[src/inc/tpac_pkg.sv]
// Purpose: shared constants and types of the tag unveil / alarm-flag handler
// Assumes: bits arrive already demodulated, one per strobe, msb first
// Notes:   crc-16 is the usual air-link ccitt form, preset all ones
package tpac_pkg;

  // ---------------------------------------------------------------------
  // command framing
  // ---------------------------------------------------------------------
  localparam logic [15:0] OPC_UNVEIL    = 16'he002;
  localparam logic [15:0] OPC_ALARM     = 16'he003;
  localparam logic [6:0]  UNVEIL_BITS   = 7'h50;  // 16+32+16+16
  localparam logic [6:0]  ALARM_BITS    = 7'h31;  // 16+1+16+16
  localparam int          HANDLE_LSB    = 16;     // handle sits above crc
  localparam int          PWD_LSB       = 32;     // covered password
  localparam int          FLAG_POS      = 32;     // alarm value bit
  localparam int          OPC_LSB_UNV   = 64;
  localparam int          OPC_LSB_ALM   = 33;

  // ---------------------------------------------------------------------
  // crc-16
  // ---------------------------------------------------------------------
  localparam logic [15:0] CRC_PRESET    = 16'hffff;
  localparam logic [15:0] CRC_POLY      = 16'h1021;
  localparam logic [15:0] CRC_RESIDUE   = 16'h1d0f;
  localparam logic [4:0]  OK_REPLY_BITS = 5'h11;  // header + handle
  localparam logic [4:0]  ERR_REPLY_BITS = 5'h19; // header + code + handle

  // ---------------------------------------------------------------------
  // timing: the reader waits at most this long for our answer
  // ---------------------------------------------------------------------
  localparam int          REPLY_LIMIT_US = 20000;
  localparam int          CLK_MHZ        = 125;
  localparam int          REPLY_LIMIT_CYC = REPLY_LIMIT_US * CLK_MHZ;

  // ---------------------------------------------------------------------
  // types
  // ---------------------------------------------------------------------
  typedef enum logic [6:0] {
    TAG_READY     = 7'b0000001,
    TAG_ARBITRATE = 7'b0000010,
    TAG_REPLY     = 7'b0000100,
    TAG_ACK       = 7'b0001000,
    TAG_OPEN      = 7'b0010000,
    TAG_SECURED   = 7'b0100000,
    TAG_KILLED    = 7'b1000000
  } tpac_tag_state_t;

  typedef enum logic [3:0] {
    ST_IDLE   = 4'b0001,
    ST_RECV   = 4'b0010,
    ST_DECIDE = 4'b0100,
    ST_COMMIT = 4'b1000
  } tpac_fsm_t;

  typedef struct packed {
    logic start;     // frame-sync seen
    logic bitValid;
    logic bitVal;
    logic endFrame;
  } tpac_rx_t;

  typedef struct packed {
    logic epcVeil;
    logic tidVeil;
    logic alarmFlag;
  } tpac_cfg_t;

  typedef struct packed {
    logic        valid;
    logic        isError;
    logic        pilotTone;
    logic        header;
    logic [7:0]  errorCode;
    logic [15:0] handle;
    logic [15:0] crc;
  } tpac_reply_t;

endpackage : tpac_pkg

[src/hdl/tpac_crc16.sv]
// Purpose: serial crc-16 over received command bits
// Assumes: one bit per enabled cycle, msb first
// Notes:   a clear and a shift in one cycle shift from the preset
`timescale 1ns/1ps
`default_nettype none
module tpac_crc16
  import tpac_pkg::*;
(
  input  wire logic        clk,
  input  wire logic        resetn,
  input  wire logic        clear,
  input  wire logic        shiftEn,
  input  wire logic        dataBit,
  output var  logic [15:0] crc
);

  // ---------------------------------------------------------------------
  // next value
  // ---------------------------------------------------------------------
  logic [15:0] base;
  logic        fb;
  logic [15:0] next_crc;

  assign base     = clear ? CRC_PRESET : crc;
  assign fb       = base[15] ^ dataBit;
  assign next_crc = shiftEn ? ({base[14:0], 1'b0} ^ (fb ? CRC_POLY : 16'h0000))
                            : base;

  // register
  always_ff @(posedge clk or negedge resetn) begin
    if (!resetn) begin
      crc <= CRC_PRESET;
    end else begin
      crc <= next_crc;
    end
  end

endmodule : tpac_crc16
`default_nettype wire

[src/hdl/tpac_handler.sv]
// Purpose: unveil and alarm-flag change command handler of a uhf tag
// Assumes: rx strobes, tag state, handle and rn16 come from the same clock
// Notes:   config changes are committed to nvm before any success reply
`timescale 1ns/1ps
`default_nettype none

// Summary of operation
// - successful unveil clears epc and tid veils
// - unveil frame is opcode, password, handle, crc
// - password uncovered by xor with doubled rn16
// - crc checked from opcode through handle
// - success reply is 0, handle, crc
// - internal failure answers with an error code
// - replies always carry the pilot tone
// - wrong password: silence, go to arbitrate
// - unveil outcome follows the tag state table
// - alarm change ignored: zero password, bad crc
// - alarm frame is opcode, value, handle, crc
// - alarm flag follows the value bit
// - fast alarm answered only if flag at power-up
// - alarm change outcome follows tag state table
module tpac_handler
  import tpac_pkg::*;
#(
  parameter int unsigned COMMIT_TIMEOUT_CYC = REPLY_LIMIT_CYC,
  parameter logic [7:0]  ERR_CODE_NVM       = 8'h0f,
  parameter logic [63:0] ALARM_CODE         = 64'h0123456789abcdef // arbitrary
)(
  input  wire logic            clk,
  input  wire logic            resetn,
  input  wire tpac_rx_t        rx,
  input  wire tpac_tag_state_t tagState,
  input  wire logic [15:0]     sessionHandle,
  input  wire logic [15:0]     currentRn16,
  input  wire logic [31:0]     accessPassword,
  input  wire tpac_cfg_t       cfgInit,
  input  wire logic            nvmDone,
  input  wire logic            nvmFail,
  input  wire logic            fastAlarmQuery,
  output var  tpac_cfg_t       cfg,
  output var  logic            nvmReq,
  output var  tpac_cfg_t       nvmData,
  output var  tpac_reply_t     reply,
  output var  logic            goArbitrate,
  output var  logic            fastAlarmReply,
  output var  logic [63:0]     alarmCode
);

  // ---------------------------------------------------------------------
  // helpers
  // ---------------------------------------------------------------------
  // crc over the top n bits of a reply, sent inverted
  function automatic logic [15:0] replyCrc(input logic [24:0] d,
                                           input logic [4:0]  n);
    logic [15:0] c;
    logic        f;
    c = CRC_PRESET;
    f = 1'b0;
    for (int i = 24; i >= 25 - int'(n); i--) begin
      f = c[15] ^ d[i];
      c = {c[14:0], 1'b0} ^ (f ? CRC_POLY : 16'h0000);
    end
    return ~c;
  endfunction : replyCrc

  // ---------------------------------------------------------------------
  // receive path
  // ---------------------------------------------------------------------
  tpac_fsm_t   state;
  tpac_fsm_t   next_state;
  logic [79:0] shreg;
  logic [6:0]  bitCount;
  logic        overLong;
  logic [15:0] rxCrc;
  logic        crcClear;
  logic        crcShift;
  // bits before a frame-sync are dropped; the reader must send one
  assign crcClear = rx.start;
  assign crcShift = rx.bitValid && (state == ST_RECV || rx.start);
  tpac_crc16 u_crc (
    .clk     (clk),
    .resetn  (resetn),
    .clear   (crcClear),
    .shiftEn (crcShift),
    .dataBit (rx.bitVal),
    .crc     (rxCrc)
  );
  // shift register and bit counter
  always_ff @(posedge clk or negedge resetn) begin
    if (!resetn) begin
      shreg    <= 80'h0;
      bitCount <= 7'h00;
      overLong <= 1'b0;
    end else if (rx.start) begin
      shreg    <= {79'h0, rx.bitVal & rx.bitValid};
      bitCount <= {6'h00, rx.bitValid};
      overLong <= 1'b0;
    end else if (crcShift) begin
      shreg    <= {shreg[78:0], rx.bitVal};
      bitCount <= bitCount + 7'h01;
      overLong <= overLong | (bitCount == 7'h7f);
    end
  end

  // ---------------------------------------------------------------------
  // decode of the finished frame
  // ---------------------------------------------------------------------
  logic        isUnveil;
  logic        isAlarm;
  logic        crcOk;
  logic        handleOk;
  logic        pwdOk;
  logic        pwdZero;
  logic        flagBit;
  logic [15:0] rxHandle;
  logic [31:0] uncovered;
  logic        stOpenSec;
  logic        stArbGroup;
  assign isUnveil  = !overLong && bitCount == UNVEIL_BITS
                  && shreg[OPC_LSB_UNV +: 16] == OPC_UNVEIL;
  assign isAlarm   = !overLong && bitCount == ALARM_BITS
                  && shreg[OPC_LSB_ALM +: 16] == OPC_ALARM;
  assign crcOk     = rxCrc == CRC_RESIDUE;
  assign rxHandle  = shreg[HANDLE_LSB +: 16];
  assign handleOk  = rxHandle == sessionHandle;
  assign uncovered = shreg[PWD_LSB +: 32]
                   ^ {currentRn16, currentRn16};
  assign pwdOk     = uncovered == accessPassword;
  assign pwdZero   = accessPassword == 32'h0;
  assign flagBit   = shreg[FLAG_POS];
  assign stOpenSec = tagState == TAG_OPEN || tagState == TAG_SECURED;
  assign stArbGroup = tagState == TAG_ARBITRATE || tagState == TAG_REPLY
                   || tagState == TAG_ACK;
  // actions chosen in the decide cycle
  logic unveilGo;
  logic unveilArb;
  logic alarmGo;
  logic alarmArb;
  logic decideArb;
  logic decideGo;
  assign unveilGo  = isUnveil && crcOk && stOpenSec && handleOk
                  && pwdOk;
  assign unveilArb = isUnveil && crcOk
                  && (stArbGroup || (stOpenSec && handleOk
                  && !pwdOk));
  assign alarmGo   = isAlarm && crcOk && !pwdZero
                  && tagState == TAG_SECURED && handleOk;
  assign alarmArb  = isAlarm && crcOk && !pwdZero && stArbGroup;
  assign decideArb = (state == ST_DECIDE) && (unveilArb || alarmArb);
  assign decideGo  = (state == ST_DECIDE) && (unveilGo || alarmGo);

  // ---------------------------------------------------------------------
  // state machine
  // ---------------------------------------------------------------------
  logic [21:0] waitCount;
  logic        timedOut;
  // the watchdog keeps us inside the reader's carrier window
  assign timedOut = waitCount == 22'(COMMIT_TIMEOUT_CYC - 1);
  always_comb begin
    next_state = state;
    case (state)
      ST_IDLE:   if (rx.start) next_state = ST_RECV;
      ST_RECV:   if (rx.endFrame && !rx.start) next_state = ST_DECIDE;
      ST_DECIDE: next_state = decideGo ? ST_COMMIT : ST_IDLE;
      ST_COMMIT: if (nvmDone || timedOut) next_state = ST_IDLE;
      default:   next_state = ST_IDLE;
    endcase
  end
  always_ff @(posedge clk or negedge resetn) begin
    if (!resetn) begin
      state <= ST_IDLE;
    end else begin
      state <= next_state;
    end
  end
  // commit watchdog
  always_ff @(posedge clk or negedge resetn) begin
    if (!resetn) begin
      waitCount <= 22'h0;
    end else if (state == ST_COMMIT) begin
      waitCount <= waitCount + 22'h1;
    end else begin
      waitCount <= 22'h0;
    end
  end

  // ---------------------------------------------------------------------
  // nvm commit and configuration word
  // ---------------------------------------------------------------------
  logic      opUnveil;
  logic      initDone;
  logic      commitOk;
  logic      commitErr;
  tpac_cfg_t next_nvmData;
  assign next_nvmData = unveilGo
      ? tpac_cfg_t'{epcVeil: 1'b0, tidVeil: 1'b0,
                    alarmFlag: cfg.alarmFlag}
      : tpac_cfg_t'{epcVeil: cfg.epcVeil, tidVeil: cfg.tidVeil,
                    alarmFlag: flagBit};
  assign commitOk  = state == ST_COMMIT && nvmDone && !nvmFail;
  assign commitErr = state == ST_COMMIT && (nvmDone ? nvmFail : timedOut);
  // request stays up until nvm answers or the watchdog expires; cfg changes only once stored
  always_ff @(posedge clk or negedge resetn) begin
    if (!resetn) begin
      nvmReq   <= 1'b0;
      nvmData  <= '0;
      opUnveil <= 1'b0;
    end else if (decideGo) begin
      nvmReq   <= 1'b1;
      nvmData  <= next_nvmData;
      opUnveil <= unveilGo;
    end else if (state == ST_COMMIT && (nvmDone || timedOut)) begin
      nvmReq   <= 1'b0;
    end
  end
  // power-up copy of stored config, then committed updates
  always_ff @(posedge clk or negedge resetn) begin
    if (!resetn) begin
      cfg      <= '0;
      initDone <= 1'b0;
    end else if (!initDone) begin
      cfg      <= cfgInit;
      initDone <= 1'b1;
    end else if (commitOk) begin
      cfg      <= nvmData;
    end
  end

  // ---------------------------------------------------------------------
  // replies and state requests
  // ---------------------------------------------------------------------
  always_ff @(posedge clk or negedge resetn) begin
    if (!resetn) begin
      reply       <= '0;
      goArbitrate <= 1'b0;
    end else begin
      goArbitrate     <= decideArb;
      reply.valid     <= commitOk || commitErr;
      reply.pilotTone <= 1'b1;
      if (commitOk) begin
        reply.isError   <= 1'b0;
        reply.header    <= 1'b0;
        reply.errorCode <= 8'h00;
        reply.handle    <= rxHandle;
        reply.crc       <= replyCrc({1'b0, rxHandle, 8'h00},
                                    OK_REPLY_BITS);
      end else if (commitErr) begin
        reply.isError   <= 1'b1;
        reply.header    <= 1'b1;
        reply.errorCode <= ERR_CODE_NVM;
        reply.handle    <= rxHandle;
        reply.crc       <= replyCrc({1'b1, ERR_CODE_NVM, rxHandle},
                                    ERR_REPLY_BITS);
      end
    end
  end

  // ---------------------------------------------------------------------
  // fast alarm enable, frozen at power-up
  // ---------------------------------------------------------------------
  // a flag written now only takes effect after the next power cycle
  logic fastAlarmEn;
  always_ff @(posedge clk or negedge resetn) begin
    if (!resetn) begin
      fastAlarmEn    <= 1'b0;
      fastAlarmReply <= 1'b0;
      alarmCode      <= 64'h0;
    end else begin
      if (!initDone) begin
        fastAlarmEn <= cfgInit.alarmFlag;
        alarmCode   <= ALARM_CODE;
      end
      fastAlarmReply <= fastAlarmQuery && fastAlarmEn && initDone
                     && tagState == TAG_READY;
    end
  end
endmodule : tpac_handler
`default_nettype wire

[config.mk]
export PLATFORM = sky130hd
export DESIGN_NAME = tpac_handler
export DESIGN_NICKNAME = d
export VERILOG_FILES = /design/src/inc/tpac_pkg.sv /design/src/hdl/tpac_crc16.sv /design/src/hdl/tpac_handler.sv
export SDC_FILE = /design/constraint.sdc
export NUM_CORES = 1
export LEC_CHECK = 0
export BUFFER_PORTS_ARGS = -buffer_cell sky130_fd_sc_hd__buf_2
export CELL_PAD_IN_SITES_DETAIL_PLACEMENT = 1
export CELL_PAD_IN_SITES_GLOBAL_PLACEMENT = 1
export CORE_ASPECT_RATIO = 0.8
export CORE_MARGIN = 2
export CORE_UTILIZATION = 35
export CTS_BUF_LIST = sky130_fd_sc_hd__clkbuf_2 sky130_fd_sc_hd__clkbuf_4 sky130_fd_sc_hd__clkbuf_8
export CTS_CLUSTER_DIAMETER = 100
export DETAILED_ROUTE_END_ITERATION = 10
export GPL_TIMING_DRIVEN = 0
export PLACE_DENSITY_LB_ADDON = 0.1
export REMOVE_ABC_BUFFERS = 1
export SLEW_MARGIN = 20
export SYNTH_ARGS = -nofsm -noshare
export SYNTH_HDL_FRONTEND = slang
export SYNTH_SLANG_ARGS = --single-unit
[constraint.sdc]
create_clock -name clk -period 3.4 [get_ports clk]
set_input_delay 0.68 -clock clk [delete_from_list [all_inputs] [get_ports clk]]
set_output_delay 0.68 -clock clk [all_outputs]
set_load 0.05 [all_outputs]
==> flow_summary.json <==
{
  "synthesis.area_um2": 9170,
  "io_buffers": 163,
  "clock_latency_ns": 0.48,
  "finClkSkew_ns": 0.0188,
  "rsz0062_at_grt": "no",
  "first_pass_iters": 4,
  "syn_area_per_cell_um2": 8.89,
  "final_common_cell": "nand2_1",
  "drtAntennaViolNets": 0,
  "synthCells": 1032,
  "wl_per_cell_um": 16.4,
  "ys_seq_elements": 176,
  "synthFlopType": "dfrtp_1",
  "num-nets-final": 1221,
  "cts_buffers": 17,
  "required_ns": 3.75,
  "fp.dieH_um": 149,
  "clkSinkCount": 176,
  "ctsHoldBuffers": 0,
  "fin_util_pct": 40.9,
  "track_usage_pct": 18.4,
  "status": "finished clean",
  "layout_setup_ws_ns": 0.422,
  "cts_max_level": 4,
  "fmax_mhz": 336,
  "hold_viol": 0,
  "die_w_um": 185,
  "ys_warn_count": 0,
  "grt_overflow_total": 0,
  "post-dp-hpwl_mm": 17.6,
  "worst_setup_path_start_kind": "register",
  "min_period_ns": 2.98,
  "final_layout_size_suffix_gt1_share_pct": 19.7,
  "cp.arrival_ns": 3.33,
  "die_area_um2": 27500,
  "syn_to_final_growth_pct": 13.7,
  "maxSlewHeadroom_pct": 40.5,
  "tightest_slew_ns": 0.893,
  "post-place-ws_ns": 0.188,
  "clkTransAtPathRegs_ns": 0.10,
  "gp_congestion": 0.778,
  "drc": 0,
  "setup_violations": 0,
  "initial_core_util_pct": 36.0,
  "antenna_found_initial": 1,
  "vias": 7115,
  "grt_pass1_vias": 7310,
  "synth_edf_count": 0,
  "min_period_over_period_pct": 87.6,
  "whs_ns": 0.0974,
  "postCtsSetupBuffers": 0,
  "core_area_um2": 25500,
  "cts.repair.resized": 0,
  "grt_max_degree": 69,
  "via_per_inst": 4.75,
  "drt-initial-drc-count": 288,
  "power.leakage_uw": 0.00475,
  "cts_tree": "done",
  "cp-end-kind": "register",
  "ys_types": 50,
  "clock_path_buffers": 2,
  "cp_max_fo": 53,
  "power-per-cell-area_nw_per_um2": 440,
  "slew_viol_final": 0,
  "async_reset_ff_share_pct": 100,
  "setup_tns_ns": 0,
  "cts_root_buf": "clkbuf_8",
  "vdd_drop_max_uv": 228,
  "maxCapViolCount": 0,
  "grt_pass1_wl_mm": 39.5,
  "fp-row-count": 52,
  "layout_common_cells": "nand2_1 (276), buf_2 (161), dfrtp_1 (159)",
  "crit_type": "register to register",
  "wl_mm": 24.5,
  "io_pins": 200,
  "seq_area_frac_synth_pct": 48.2,
  "min_path_type": "primary input to asynchronous set/reset pin"
}
final cells by class:
type | instances | area, um2
clock buffer | 19 | 262
tap | 351 | 439
sequential | 176 | 4430
timing repair buffer | 169 | 978
clock inverter | 12 | 159
multi-input combinational | 762 | 4140
inverter | 8 | 30.0
fill | 3039 | 15100
antenna | 1 | 2.50
through the flow:
step	cell area, um2	instances	power, uW
after floorplan	8580	946	2740
after global placement	9830	1460	3020
after detailed placement	10000	1466	3060
after CTS	10400	1497	4660
after global routing	10400	1498	4820
final	10400	1498	4590
synth_stat cells (2+ instances only):
master	n	share of area, %
nor4b_1	10	0.95
nor2b_1	2	0.14
ha_1	4	0.55
a22o_1	2	0.19
o21ai_0	4	0.22
conb_1	2	0.082
inv_1	6	0.25
xor2_1	66	6.3
clkbuf_1	48	2.0
dfstp_2	17	4.9
buf_4	73	6.0
a211oi_1	2	0.16
dfrtp_1	159	43
o22ai_1	6	0.41
and2_1	3	0.20
nand2b_1	6	0.41
nor3_1	18	0.98
nor4bb_1	2	0.22
mux2i_1	3	0.33
nor2_1	50	2.0
xnor2_1	59	5.6
a31o_1	2	0.19
nand2_1	277	11
nand3_1	26	1.4
o21ai_1	15	0.82
or4_1	2	0.16
and3_1	14	0.95
nor4_1	21	1.4
or2_1	4	0.27
a21oi_1	91	5.0
or3_1	2	0.14
nand4_1	18	1.2
where the power goes:
part	total (uW)	internal, uW	switching (uW)
clock network	1580	766	819
logic	747	206	541
registers	2260	2190	65.8
total	4590	3160	1430
sequential cells by signal (all words and copies together), names as in the netlist:
| signal | flops |
|---|---|
| shreg | 80 |
| fastAlarmReply | 1 |
| fastAlarmEn | 1 |
| cfg | 3 |
| nvmReq | 1 |
| alarmCode | 1 |
| overLong | 1 |
| state | 4 |
| goArbitrate | 1 |
| u_crc.crc | 16 |
| bitCount | 7 |
| waitCount | 22 |
| nvmData | 3 |
| reply | 35 |
kinds of logic (layout without fill, tap and decap cells):
kind of cell / count (synthesis) / after routing / synth area share [%]
AOI/OAI and AO/OA: 128 / 128 / 7.56
adders and majority gates: 4 / 4 / 0.546
DFF: 176 / 176 / 48.2
muxes: 4 / 4 / 0.450
and+or+nand+nor: 464 / 464 / 22.9
xor gates and xnor gates: 125 / 125 / 11.9
buffers and inverters: 129 / 208 / 8.27
other: 2 / 38 / 0.0819
worst max-delay path: stages (launching register included):
cell,delay [ns]
dfrtp_1,0.40
inv_1,0.10
nor4_2,0.76
and2_4,0.67
buf_12,0.32
nand4_1,0.18
nor2_1,0.20
xnor2_1,0.14
nor2_1,0.05
final timing paths:
path / start / endpoint / slack [ns] / depth (start not counted)
worst max-delay path: state[1] / bitCount[6] / 0.42 / 8
worst max register to register: state[1] / bitCount[6] / 0.42 / 8
worst min register to register: nvmReq / nvmReq / 0.47 / 2
min in group clk: cfgInit[2] / cfg[2] / 0.46 / 3
max in group asynchronous: resetn / shreg[72] / 2.26 / 3
worst min-delay path: resetn / waitCount[10] / 0.1 / 1
per-layer routing:
layer	global-route usage [%]	wire [um]	vias up
met1	26.5	12400	3470
li1	-	-	3504
met3	3.20	786	14
met2	28.9	11200	127
met4	4.33	194	0
met5	0	0	-
Note: power is estimated with default switching activity, not from simulation.
